## config.mk

```make
export PLATFORM = sky130hd
export DESIGN_NAME = flsrb_status_bank
export DESIGN_NICKNAME = d
export VERILOG_FILES = /design/src/flsrb_pkg.sv /design/src/flsrb_status_bank.sv
export VERILOG_INCLUDE_DIRS = /design/src
export SDC_FILE = /design/constraint.sdc
export NUM_CORES = 1
export LEC_CHECK = 0
export BUFFER_PORTS_ARGS = -buffer_cell sky130_fd_sc_hd__buf_4
export CORE_UTILIZATION = 59
export DETAILED_ROUTE_END_ITERATION = 8
export GPL_TIMING_DRIVEN = 0
export PLACE_DENSITY = 0.8
export SLEW_MARGIN = 10
export SYNTH_ARGS = -nofsm -noshare
export SYNTH_HDL_FRONTEND = slang
export SYNTH_SLANG_ARGS = --single-unit
```

## constraint.sdc

```tcl
create_clock -name i_mclk -period 4.2 [get_ports i_mclk]
set_clock_uncertainty 0.2 [all_clocks]
set_input_delay 0.42 -clock i_mclk [delete_from_list [all_inputs] [get_ports i_mclk]]
set_output_delay 0.42 -clock i_mclk [all_outputs]
set_load 0.02 [all_outputs]
```

## src/flsrb_defs.svh

```systemverilog
// Status bank constants.
// Assumes a 25 MHz core clock, mode 0 host.
// ------------
// Overview of operation
// Byte one bit 0 busy during program, erase, status write.
// While busy only status reads are obeyed.
// Busy clears when that operation finishes.
// Byte one bit 1 latch sets after write enable.
// Latch clears on power-up, 04h, program, erase, status write.
// Byte one bits 4..2 protect range; zero protects none.
// Byte one bit 5: protect from top (0) or bottom (1).
// Protect writes gated by guard mode and latch.
// Byte one bit 6: 64 kB blocks (0) or 4 kB sectors (1).
// Byte two bit 6 inverts the protect map.
// Byte two bit 7 set while suspended.
// Byte two bits 5..2 one-time security locks.
// Lock zero reads one; host ignores it.
// Byte two bit 1 quad: pins become data lines.
// Byte two bit 0: pin guard, or lock-down and permanent lock.
// After a volatile write, non-volatile writes need a reset.
// Byte three bit 7: hold or reset pin role, without quad.
// Byte three bit 4 enables fast quad pump.
// Byte three bits 3..0 serial read dummy cycles; zero off.
// Latency field is serial only; clears on quad exit.
// Quad read latency is its own loaded setting.
// Byte three bits 6..5 read drive strength.
// Power-up or reset loads volatile copies from non-volatile.
// Guard mode never blocks byte three writes.
// Reads give volatile copies plus live busy, latch, suspend. Byte two lock bits 5..3 are read from the non-volatile copy instead.
// ------------
`ifndef FLSRB_DEFS_SVH
`define FLSRB_DEFS_SVH

// ------------
// Opcodes
// ------------
`define FLSRB_OP_WREN      8'h06
`define FLSRB_OP_VOL_WREN  8'h50
`define FLSRB_OP_WR_ONE    8'h01
`define FLSRB_OP_WR_TWO    8'h31
`define FLSRB_OP_WR_THREE  8'h11
`define FLSRB_OP_RST_ARM   8'h66
`define FLSRB_OP_RST_GO    8'h99

// ------------
// Bit positions
// ------------
`define FLSRB_B1_BUSY      0
`define FLSRB_B1_WPL       1
`define FLSRB_B1_BP_LO     2
`define FLSRB_B1_BP_HI     4
`define FLSRB_B1_BOTTOM    5
`define FLSRB_B1_GRAN      6
`define FLSRB_B1_GUARD_LO  7
`define FLSRB_B2_GUARD_HI  0
`define FLSRB_B2_QUAD      1
`define FLSRB_B2_LOCK_LO   2
`define FLSRB_B2_LOCK0     2
`define FLSRB_B2_LOCK_HI   5
`define FLSRB_B2_INVERT    6
`define FLSRB_B2_PAUSED    7
`define FLSRB_B3_WAIT_LO   0
`define FLSRB_B3_WAIT_HI   3
`define FLSRB_B3_PUMP      4
`define FLSRB_B3_DRV_LO    5
`define FLSRB_B3_DRV_HI    6
`define FLSRB_B3_ROLE      7

// ------------
// Masks and defaults
// ------------
`define FLSRB_M1_PROT      8'hfc
`define FLSRB_M2_PROT      8'h43
`define FLSRB_M2_LOCK      8'h3c
`define FLSRB_M2_GUARD_HI  8'h01
`define FLSRB_M3_WAIT      8'h0f
`define FLSRB_DEF_ONE      8'h00
`define FLSRB_DEF_TWO      8'h04
`define FLSRB_DEF_THREE    8'h00
`define FLSRB_DEF_WAIT     4'h0
`define FLSRB_BIT_LAST     3'h7
`define FLSRB_NB_ONE       2'h1
`define FLSRB_NB_TWO       2'h2
`define FLSRB_NB_MAX       2'h3
`define FLSRB_GUARD_SOFT   2'h0
`define FLSRB_GUARD_PIN    2'h1

// ------------
// Timing
// ------------
`define FLSRB_MCLK_MHZ     25
`define FLSRB_RST_TIME_NS  10000
`define FLSRB_RST_CYC      ((`FLSRB_RST_TIME_NS * `FLSRB_MCLK_MHZ + 999) / 1000)

`endif

```

## src/flsrb_pkg.sv

```systemverilog
// Types shared by the flash status register bank.
// Assumes flsrb_defs.svh supplies the numeric constants.
package flsrb_pkg;
   typedef logic [7:0] flsrb_byte_t;
   typedef enum logic [1:0] {
      FLSRB_PH_OPC  = 2'b00,
      FLSRB_PH_DATA = 2'b01,
      FLSRB_PH_READ = 2'b10
   } flsrb_phase_t;
endpackage

```

## src/flsrb_status_bank.sv

```systemverilog
// Flash status bytes with a serial command front end.
// Assumes engines pulse on the core clock; pins arrive raw.
`include "flsrb_defs.svh"

module flsrb_status_bank #(
   parameter logic [15:0] SRW_CYCLES       = 16'h0010,
   parameter logic [7:0]  OP_READ_ONE      = 8'h05,
   parameter logic [7:0]  OP_READ_TWO      = 8'h35,
   parameter logic [7:0]  OP_READ_THREE    = 8'h15,
   parameter logic [7:0]  OP_WRITE_DISABLE = 8'h04
) (
   // Clock, reset, enable
   input  wire logic                 i_mclk,
   input  wire logic                 i_rst_b,
   input  wire logic                 i_ce,
   // Serial pins
   input  wire logic                 i_sclk,
   input  wire logic                 i_cs_b,
   input  wire logic                 i_si,
   input  wire logic                 i_wp_b,
   output logic                      o_so,
   output logic                      o_so_oe_b,
   // Engine events
   input  wire logic                 i_array_op_start,
   input  wire logic                 i_array_op_done,
   input  wire logic                 i_suspend_set,
   input  wire logic                 i_resume,
   input  wire logic                 i_hw_reset_req,
   input  wire logic                 i_qpi_mode,
   input  wire logic                 i_qpi_wait_load,
   input  wire logic [3:0]           i_qpi_wait_value,
   // Status
   output logic                      o_cmd_ready,
   output logic                      o_busy,
   output logic                      o_write_permit_latch,
   output logic                      o_paused_flag,
   output flsrb_pkg::flsrb_byte_t    o_status_byte_one,
   output flsrb_pkg::flsrb_byte_t    o_status_byte_two,
   output flsrb_pkg::flsrb_byte_t    o_status_byte_three,
   // Protection and pin configuration
   output logic [2:0]                o_protect_range,
   output logic                      o_protect_from_bottom,
   output logic                      o_granule_size_select,
   output logic                      o_invert_protect_map,
   output logic [3:0]                o_otp_lock,
   output logic                      o_quad_io_enable,
   output logic                      o_wp_pin_guard,
   output logic                      o_hold_enable,
   output logic                      o_reset_pin_enable,
   output logic [1:0]                o_pad_strength,
   output logic                      o_fast_quad_pump_on,
   output logic [3:0]                o_read_wait_cycles
);
   import flsrb_pkg::*;

   // ----------------------------------------------------------------
   // Pin synchronisers
   // ----------------------------------------------------------------
   logic [1:0]   sclk_sync_r;
   logic [1:0]   cs_sync_r;
   logic [1:0]   si_sync_r;
   logic [1:0]   wp_sync_r;
   logic         sclk_d_r;
   logic         cs_d_r;

   always_ff @(posedge i_mclk or negedge i_rst_b) begin
      if (!i_rst_b) begin
         sclk_sync_r <= 2'h0;
         cs_sync_r   <= 2'h3;
         si_sync_r   <= 2'h0;
         wp_sync_r   <= 2'h3;
         sclk_d_r    <= 1'b0;
         cs_d_r      <= 1'b1;
      end else if (i_ce) begin
         sclk_sync_r <= {sclk_sync_r[0], i_sclk};
         cs_sync_r   <= {cs_sync_r[0], i_cs_b};
         si_sync_r   <= {si_sync_r[0], i_si};
         wp_sync_r   <= {wp_sync_r[0], i_wp_b};
         sclk_d_r    <= sclk_sync_r[1];
         cs_d_r      <= cs_sync_r[1];
      end
   end

   wire sclk_s    = sclk_sync_r[1];
   wire cs_b_s    = cs_sync_r[1];
   wire si_s      = si_sync_r[1];
   wire wp_hi_s   = wp_sync_r[1];
   wire sclk_rise = sclk_s & ~sclk_d_r & ~cs_b_s;
   wire sclk_fall = ~sclk_s & sclk_d_r & ~cs_b_s;
   wire exec      = cs_b_s & ~cs_d_r;

   // ----------------------------------------------------------------
   // Serial shifter
   // ----------------------------------------------------------------
   flsrb_phase_t phase_r;
   flsrb_phase_t phase_nxt;
   logic [2:0]   bit_cnt_r;
   logic [1:0]   nbytes_r;
   logic [1:0]   nbytes_nxt;
   logic [7:0]   shift_r;
   logic [7:0]   op_r;
   logic [7:0]   data1_r;
   logic [7:0]   data2_r;
   logic [7:0]   tx_r;
   logic [7:0]   rd_byte;

   wire [7:0] byte_in   = {shift_r[6:0], si_s};
   wire       byte_done = sclk_rise & (bit_cnt_r == `FLSRB_BIT_LAST);
   wire       rd_in     = (byte_in == OP_READ_ONE) | (byte_in == OP_READ_TWO) | (byte_in == OP_READ_THREE);
   wire       in_data   = (phase_r == FLSRB_PH_DATA);

   always_comb begin
      phase_nxt  = phase_r;
      nbytes_nxt = nbytes_r;
      if (cs_b_s) begin
         phase_nxt  = FLSRB_PH_OPC;
         nbytes_nxt = 2'h0;
      end else if (byte_done) begin
         case (phase_r)
            FLSRB_PH_OPC: begin
               phase_nxt  = rd_in ? FLSRB_PH_READ : FLSRB_PH_DATA;
               nbytes_nxt = `FLSRB_NB_ONE;
            end
            FLSRB_PH_DATA: begin
               if (nbytes_r != `FLSRB_NB_MAX) begin
                  nbytes_nxt = 2'(nbytes_r + 2'h1);
               end
            end
            FLSRB_PH_READ: begin
               phase_nxt = FLSRB_PH_READ;
            end
            default: begin
               phase_nxt = FLSRB_PH_OPC;
            end
         endcase
      end
   end

   always_ff @(posedge i_mclk or negedge i_rst_b) begin
      if (!i_rst_b) begin
         phase_r   <= FLSRB_PH_OPC;
         nbytes_r  <= 2'h0;
         bit_cnt_r <= 3'h0;
         shift_r   <= 8'h00;
      end else if (i_ce) begin
         phase_r   <= phase_nxt;
         nbytes_r  <= nbytes_nxt;
         bit_cnt_r <= cs_b_s ? 3'h0 : (sclk_rise ? 3'(bit_cnt_r + 3'h1) : bit_cnt_r);
         shift_r   <= sclk_rise ? byte_in : shift_r;
      end
   end

   // Captured bytes; reads reload from live state at every byte boundary
   always_ff @(posedge i_mclk or negedge i_rst_b) begin
      if (!i_rst_b) begin
         op_r    <= 8'h00;
         data1_r <= 8'h00;
         data2_r <= 8'h00;
         tx_r    <= 8'h00;
      end else if (i_ce) begin
         op_r    <= (byte_done && phase_r == FLSRB_PH_OPC) ? byte_in : op_r;
         data1_r <= (byte_done && in_data && nbytes_r == `FLSRB_NB_ONE) ? byte_in : data1_r;
         data2_r <= (byte_done && in_data && nbytes_r == `FLSRB_NB_TWO) ? byte_in : data2_r;
         if (sclk_fall && phase_r == FLSRB_PH_READ) begin
            tx_r <= (bit_cnt_r == 3'h0) ? rd_byte : {tx_r[6:0], 1'b0};
         end
      end
   end

   // ----------------------------------------------------------------
   // Command decode
   // ----------------------------------------------------------------
   logic [7:0]   nv_one_r;
   logic [7:0]   nv_two_r;
   logic [7:0]   vol_one_r;
   logic [7:0]   vol_two_r;
   logic [7:0]   three_r;
   logic         wpl_r;
   logic         vol_en_r;
   logic         vol_done_r;
   logic         arm_r;
   logic         array_busy_r;
   logic         paused_r;
   logic         qpi_d_r;
   logic [3:0]   qpi_wait_r;
   logic [15:0]  srw_cnt_r;
   logic [15:0]  rst_cnt_r;

   wire busy    = array_busy_r | (srw_cnt_r != 16'h0000);
   wire cmd_ok  = ~busy & (rst_cnt_r == 16'h0000);
   wire run     = exec & cmd_ok & (bit_cnt_r == 3'h0);
   wire one_b   = (nbytes_r == `FLSRB_NB_ONE);
   wire has_d   = nbytes_r[1];
   wire c_wren  = run & one_b & (op_r == `FLSRB_OP_WREN);
   wire c_wrdi  = run & one_b & (op_r == OP_WRITE_DISABLE);
   wire c_vwen  = run & one_b & (op_r == `FLSRB_OP_VOL_WREN);
   wire c_arm   = run & one_b & (op_r == `FLSRB_OP_RST_ARM);
   wire c_reset = run & one_b & (op_r == `FLSRB_OP_RST_GO) & arm_r;
   wire w1      = run & has_d & (op_r == `FLSRB_OP_WR_ONE);
   wire w2      = run & has_d & (op_r == `FLSRB_OP_WR_TWO);
   wire w3      = run & has_d & (op_r == `FLSRB_OP_WR_THREE);
   wire srw     = w1 | w2 | w3;
   wire rst_evt = c_reset | i_hw_reset_req;

   // ----------------------------------------------------------------
   // Write permission
   // ----------------------------------------------------------------
   wire [1:0] guard    = {vol_two_r[`FLSRB_B2_GUARD_HI], vol_one_r[`FLSRB_B1_GUARD_LO]};
   wire       quad     = vol_two_r[`FLSRB_B2_QUAD];
   // Pin guard only counts while the pin is not a data line
   wire       guard_ok = (guard == `FLSRB_GUARD_SOFT) | ((guard == `FLSRB_GUARD_PIN) & (wp_hi_s | quad));
   wire       nv_ok    = wpl_r & ~vol_en_r & ~vol_done_r & guard_ok;
   wire       vol_ok   = vol_en_r & guard_ok;
   wire       wr_one   = w1;
   wire       wr_two   = w2 | (w1 & (nbytes_r == `FLSRB_NB_MAX));
   wire [7:0] two_data = w2 ? data1_r : data2_r;
   wire       nv_wr    = (w1 | w2) & nv_ok;
   wire [7:0] one_mrg  = (vol_one_r & ~`FLSRB_M1_PROT) | (data1_r & `FLSRB_M1_PROT);
   wire [7:0] two_mrg  = (vol_two_r & ~`FLSRB_M2_PROT) | (two_data & `FLSRB_M2_PROT);
   // Supply lock-down does not survive a reset
   wire       lockdown = nv_two_r[`FLSRB_B2_GUARD_HI] & ~nv_one_r[`FLSRB_B1_GUARD_LO];
   wire [7:0] two_load = lockdown ? (nv_two_r & ~`FLSRB_M2_GUARD_HI) : nv_two_r;
   wire       qpi_exit = qpi_d_r & ~i_qpi_mode;

   // ----------------------------------------------------------------
   // Next state
   // ----------------------------------------------------------------
   wire [7:0] nv_one_nxt = (wr_one & nv_ok) ? ((nv_one_r & ~`FLSRB_M1_PROT) | (data1_r & `FLSRB_M1_PROT)) : nv_one_r;
   // Lock bits only ever set, so a locked register never unlocks
   wire [7:0] nv_two_nxt = (wr_two & nv_ok) ?
                           ((nv_two_r & ~`FLSRB_M2_PROT) | (two_data & `FLSRB_M2_PROT) | (two_data & `FLSRB_M2_LOCK))
                           : nv_two_r;
   wire [7:0] vol_one_nxt = rst_evt ? nv_one_r : ((wr_one & (nv_ok | vol_ok)) ? one_mrg : vol_one_r);
   wire [7:0] vol_two_nxt = rst_evt ? two_load : ((wr_two & (nv_ok | vol_ok)) ? two_mrg : vol_two_r);
   wire [7:0] three_nxt = rst_evt ? `FLSRB_DEF_THREE :
                          (w3 & (vol_en_r | wpl_r)) ? data1_r :
                          qpi_exit ? (three_r & ~`FLSRB_M3_WAIT) : three_r;
   wire       wpl_nxt   = c_wren | (wpl_r & ~(c_wrdi | srw | i_array_op_start | rst_evt));
   wire       vol_en_nxt   = c_vwen | (vol_en_r & ~(srw | c_wren | rst_evt));
   wire       vol_done_nxt = ~rst_evt & (vol_done_r | ((w1 | w2) & vol_ok));
   wire       arm_nxt   = exec ? c_arm : arm_r;
   wire [15:0] srw_cnt_nxt = rst_evt ? 16'h0000 : nv_wr ? SRW_CYCLES :
                             (srw_cnt_r != 16'h0000) ? (srw_cnt_r - 16'h0001) : srw_cnt_r;
   wire [15:0] rst_cnt_nxt = rst_evt ? 16'(`FLSRB_RST_CYC) :
                             (rst_cnt_r != 16'h0000) ? (rst_cnt_r - 16'h0001) : rst_cnt_r;
   wire       array_busy_nxt = i_array_op_start | (array_busy_r & ~i_array_op_done & ~rst_evt);
   wire       paused_nxt = i_suspend_set | (paused_r & ~i_resume & ~rst_evt);
   wire [3:0] qpi_wait_nxt = rst_evt ? `FLSRB_DEF_WAIT : (i_qpi_wait_load ? i_qpi_wait_value : qpi_wait_r);

   // ----------------------------------------------------------------
   // State registers
   // ----------------------------------------------------------------
   always_ff @(posedge i_mclk or negedge i_rst_b) begin
      if (!i_rst_b) begin
         nv_one_r  <= `FLSRB_DEF_ONE;
         nv_two_r  <= `FLSRB_DEF_TWO;
         vol_one_r <= `FLSRB_DEF_ONE;
         vol_two_r <= `FLSRB_DEF_TWO;
         three_r   <= `FLSRB_DEF_THREE;
      end else if (i_ce) begin
         nv_one_r  <= nv_one_nxt;
         nv_two_r  <= nv_two_nxt;
         vol_one_r <= vol_one_nxt;
         vol_two_r <= vol_two_nxt;
         three_r   <= three_nxt;
      end
   end

   always_ff @(posedge i_mclk or negedge i_rst_b) begin
      if (!i_rst_b) begin
         wpl_r        <= 1'b0;
         vol_en_r     <= 1'b0;
         vol_done_r   <= 1'b0;
         arm_r        <= 1'b0;
         array_busy_r <= 1'b0;
         paused_r     <= 1'b0;
         qpi_d_r      <= 1'b0;
         qpi_wait_r   <= `FLSRB_DEF_WAIT;
         srw_cnt_r    <= 16'h0000;
         rst_cnt_r    <= 16'h0000;
      end else if (i_ce) begin
         wpl_r        <= wpl_nxt;
         vol_en_r     <= vol_en_nxt;
         vol_done_r   <= vol_done_nxt;
         arm_r        <= arm_nxt;
         array_busy_r <= array_busy_nxt;
         paused_r     <= paused_nxt;
         qpi_d_r      <= i_qpi_mode;
         qpi_wait_r   <= qpi_wait_nxt;
         srw_cnt_r    <= srw_cnt_nxt;
         rst_cnt_r    <= rst_cnt_nxt;
      end
   end

   // ----------------------------------------------------------------
   // Readback and outputs
   // ----------------------------------------------------------------
   wire [7:0] rd_one   = {vol_one_r[7:2], wpl_r, busy};
   wire [7:0] rd_two   = {paused_r, vol_two_r[`FLSRB_B2_INVERT], nv_two_r[`FLSRB_B2_LOCK_HI:3], 1'b1,
                          vol_two_r[`FLSRB_B2_QUAD:`FLSRB_B2_GUARD_HI]};
   assign rd_byte      = (op_r == OP_READ_ONE) ? rd_one : ((op_r == OP_READ_TWO) ? rd_two : three_r);

   assign o_so                  = tx_r[7];
   assign o_so_oe_b             = ~((phase_r == FLSRB_PH_READ) & ~cs_b_s);
   assign o_cmd_ready           = cmd_ok;
   assign o_busy                = busy;
   assign o_write_permit_latch  = wpl_r;
   assign o_paused_flag         = paused_r;
   assign o_status_byte_one     = rd_one;
   assign o_status_byte_two     = rd_two;
   assign o_status_byte_three   = three_r;
   assign o_protect_range       = vol_one_r[`FLSRB_B1_BP_HI:`FLSRB_B1_BP_LO];
   assign o_protect_from_bottom = vol_one_r[`FLSRB_B1_BOTTOM];
   assign o_granule_size_select = vol_one_r[`FLSRB_B1_GRAN];
   assign o_invert_protect_map  = vol_two_r[`FLSRB_B2_INVERT];
   assign o_otp_lock            = {nv_two_r[`FLSRB_B2_LOCK_HI:3], 1'b1};
   assign o_quad_io_enable      = quad;
   assign o_wp_pin_guard        = ~quad & (guard == `FLSRB_GUARD_PIN);
   assign o_hold_enable         = ~quad & ~three_r[`FLSRB_B3_ROLE];
   assign o_reset_pin_enable    = ~quad & three_r[`FLSRB_B3_ROLE];
   assign o_pad_strength        = three_r[`FLSRB_B3_DRV_HI:`FLSRB_B3_DRV_LO];
   assign o_fast_quad_pump_on   = three_r[`FLSRB_B3_PUMP];
   // Serial reads see the field; quad reads use the separately loaded value
   assign o_read_wait_cycles    = i_qpi_mode ? qpi_wait_r : three_r[`FLSRB_B3_WAIT_HI:`FLSRB_B3_WAIT_LO];

endmodule

```

==> summary.md <==
| Metric | Value |
|---|---|
| H-tree depth | `4` |
| Setup violations, final | `0` |
| Primary FF master, synth | `dfrtp_1` |
| Logic pwr share | `20.5%` |
| Num rows | `37` |
| CP arrival | `3.88 ns` |
| CTS sink cnt | `126` |
| Via count | `5344` |
| Number of global-route vias before repair | `5408` |
| Post-CTS Repair Setup Buffers | `0` |
| Count leader, synth | `dfrtp_1` |
| Die Area | `0.0114 mm2` |
| Top post-synthesis cells by count | `dfrtp_1 (121), mux2_2 (67), nor2_1 (44)` |
| Share of layout cells above drive strength 1 | `29.0%` |
| Antenna diodes | `0` |
| Area Growth Syn to Fin | `22.1%` |
| PostCTS Resize Cnt | `0` |
| VDD IR max | `0.398 mV` |
| Main area contributors after synthesis | `dfrtp_1 (47%), mux2_2 (12%), nor2_1 (2.5%), buf_4 (2.4%), mux2i_1 (2.3%)` |
| Synth Register Bits | `126` |
| Clock Root Buffer | `clkbuf_8` |
| Post-route insts no fill | `857` |
| Clock power frac | `39.3%` |
| First-pass GRT wire length | `27.2 mm` |
| Slew @ Worst Pin | `1.18 ns` |
| Initial antenna violation count | `0` |
| Fin nets | `736` |
| Average size of a mapped cell | `10.7 um2` |
| DR vias/cell | `6.24` |
| WL per Instance | `19.2 um` |
| Max Cap Viol | `0` |
| Post-Syn Area | `0.00650 mm2` |
| Total Routing Usage GR | `31.5%` |
| Dpl cell area | `0.00719 mm2` |
| Post-route DRC | `0` |
| Period utilization | `86.9%` |
| Fill cells | `709` |
| Core ar. | `0.0105 mm2` |
| # placed instances | `813` |
| DP HPWL | `11.3 mm` |
| Die H | `107 um` |
| EDFF count, synth | `0` |
| Bufs and invs on worst path | `3` |
| Syn. warnings | `0` |
| Post-synthesis async set-or-reset flop share | `100%` |
| WS Path Type | `reg2reg` |
| CP Max Fanout | `10` |
| Reg2Reg Setup Slack | `0.55 ns` |
| Internal power | `0.00271 W` |
| Final Hold Fails | `0` |
| I/O pins | `69` |
| Post-route setup TNS | `0 ns` |
| Synth top area share | `46.6%` |
| Startpoint class of the critical path | `flip-flop` |
| Upper clock frequency limit | `0.274 GHz` |
| Routability cong. | `0.956` |
| Sw Ratio | `31.2%` |
| CTS tree | `done` |
| CP cell instances | `inv_1 > ha_1 > nor4b_1 > nand4_2 > nor4_2 > or2_0 > buf_2 > buf_2 > mux2_2 > mux2_2` |
| Syn Inst Count | `610` |
| GR Overflow Total | `0` |
| RSZ-0062 raised after global routing | `false` |
| Leak pwr | `3.73 nW` |
| Max Buffers Root-to-Sink | `2` |
| Yosys top cell by area | `dfrtp_1` |
| Crit path max-delay cell type | `nor4_2` |
| Status | `finished clean` |
| Switch Pwr | `0.00123 W` |
| Skew-Pair Late Insertion Delay | `0.55 ns` |
| Final ANT Viol Nets | `0` |
| Final instance area | `0.00794 mm2` |
| Final worst path period need | `3.65 ns` |
| DRT Wirelength | `16.4 mm` |
| Relative slew slack | `21.0%` |
| PwrDens | `496 mW/mm2` |
| Hold crit path type | `in2reg` |
| Crit path max-delay family | `simple AND/OR/NAND/NOR gates` |
| Cell variety after synth | `57` |
| Chip width | `107 um` |
| Max stage delay on crit path | `0.63 ns` |
| CTS Hold Bufs | `12` |
| Initial Util | `61.9%` |
| Clk pin slew, worst setup/hold paths | `0.06 ns` |
| DR iter-0 viols | `371` |
| Seq/Total Area, Yosys | `48.6%` |
| Sequential group share of total power | `40.1%` |
| Crit path capture type | `flip-flop` |
| Data required, critical path | `4.42 ns` |
| Max-slew violations | `0` |
| DRT Pass-1 Iters | `6` |
| Input/output buffers | `65` |
| Largest net degree at the start of global routing | `83` |
| Clock buffer count from CTS | `17` |
## cells in the final DEF, fill, tap and decap left out, types with 7 or more instances in the layout
cell type / synthesis / layout
nor2b_1: 13 / 13
buf_2: 8 / 8
inv_1: 16 / 16
nor4_1: 12 / 12
or3_1: 11 / 11
dlygate4sd3_1: 0 / 12
dfrtp_1: 121 / 121
o21ai_0: 29 / 29
clkbuf_16: 0 / 16
nand2b_1: 8 / 8
clkbuf_1: 11 / 12
a22o_1: 17 / 17
or4_1: 9 / 9
mux2i_1: 15 / 15
nand4_1: 10 / 10
ha_1: 10 / 10
a21oi_1: 28 / 28
mux2_2: 67 / 67
nand3_1: 15 / 15
buf_4: 21 / 85
a211oi_1: 9 / 9
nor3_1: 13 / 12
o31ai_1: 7 / 7
xnor2_1: 7 / 7
nand2_1: 30 / 30
nor2_1: 44 / 44
## flip-flops by register name, indices dropped and copies added (netlist names), 3 cells and up
| signal | cells |
|---|---|
| vol_one_r | 6 |
| rst_cnt_r | 16 |
| qpi_wait_r | 4 |
| nv_two_r | 6 |
| o_status_byte_three | 8 |
| shift_r | 7 |
| tx_r | 8 |
| srw_cnt_r | 16 |
| bit_cnt_r | 3 |
| nv_one_r | 6 |
| vol_two_r | 3 |
| op_r | 8 |
| data2_r | 6 |
| data1_r | 8 |
## area by class of cell
class | instances | area [um2] | area share (%)
multi-input combinational | 427 | 3040 | 38.3
clock inverter | 13 | 189 | 2.38
tap | 136 | 170 | 2.14
sequential | 126 | 3160 | 39.8
clock buffer | 19 | 432 | 5.44
timing repair buffer | 78 | 639 | 8.05
buffer | 42 | 246 | 3.10
inverter | 16 | 60.1 | 0.756
## power by group through the flow
| stage | sequential, W | combinational (W) | clock (W) |
|---|---|---|---|
| finish | 0.00158 | 0.000809 | 0.00155 |
| global route | 0.00160 | 0.000904 | 0.00161 |
| CTS | 0.00157 | 0.000804 | 0.00156 |
| detailed placement | 0.00159 | 0.000782 | 0 |
| global placement | 0.00157 | 0.000738 | 0 |
| floorplan | 0.00153 | 0.000575 | 0 |
## routing by layer
metal  up-vias  routed length (um)  global-route usage, %
met4         0                 283                   13.7
met3        31                1200                   8.02
met2       209                8190                   52.0
li1       2416                   -                      -
met1      2688                6750                   39.2
met5         -                   0                      0
## metrics by stage
stage / util (%) / hold slack [ns] / total power, W / worst slack [ns]
2_1_floorplan: - / -0.0756 / 0.00211 / 1.07
3_3_place_gp: 68.2 / 0.256 / 0.00231 / 0.623
3_5_place_dp: 68.5 / 0.178 / 0.00237 / 0.557
4_1_cts: 75.5 / 0.0287 / 0.00394 / 0.536
5_1_grt: 75.6 / 0.0477 / 0.00411 / 0.335
6_report: 75.6 / 0.0489 / 0.00394 / 0.549
## worst register-to-register path: cells and delay by family (launching register included)
kind / cells / cell delay, ns
buffers and inverters: 3 / 0.50
adder cells (fa/ha/maj): 1 / 0.19
flip-flops: 1 / 0.39
multiplexers: 2 / 0.65
AND/OR/NAND/NOR: 4 / 1.61
## worst paths after layout
path,cells past startpoint,end,startpoint
worst max-delay path,10,vol_one_r[4],srw_cnt_r[0]
max in group asynchronous,3,data1_r[5],i_rst_b
min in group asynchronous,2,rst_cnt_r[3],i_rst_b
worst min register to register,2,nv_two_r[0],nv_two_r[0]
worst min-delay path,3,o_paused_flag,i_resume
worst max register to register,10,vol_one_r[4],srw_cnt_r[0]
## logic make-up (layout without fill, tap and decap cells)
| family | after synthesis | in the layout | share of synthesized area, % |
|---|---|---|---|
| flip-flops | 126 | 126 | 48.6 |
| AND/OR/NAND/NOR | 203 | 203 | 17.4 |
| other | 1 | 2 | 0.0577 |
| buffers and inverters | 58 | 168 | 4.72 |
| XOR/XNOR | 8 | 8 | 1.08 |
| AO/OA/AOI/OAI | 122 | 122 | 12.3 |
| multiplexers | 82 | 82 | 13.9 |
| adder cells (fa/ha/maj) | 10 | 10 | 1.92 |
No activity file was read; power rests on OpenSTA's default activity.
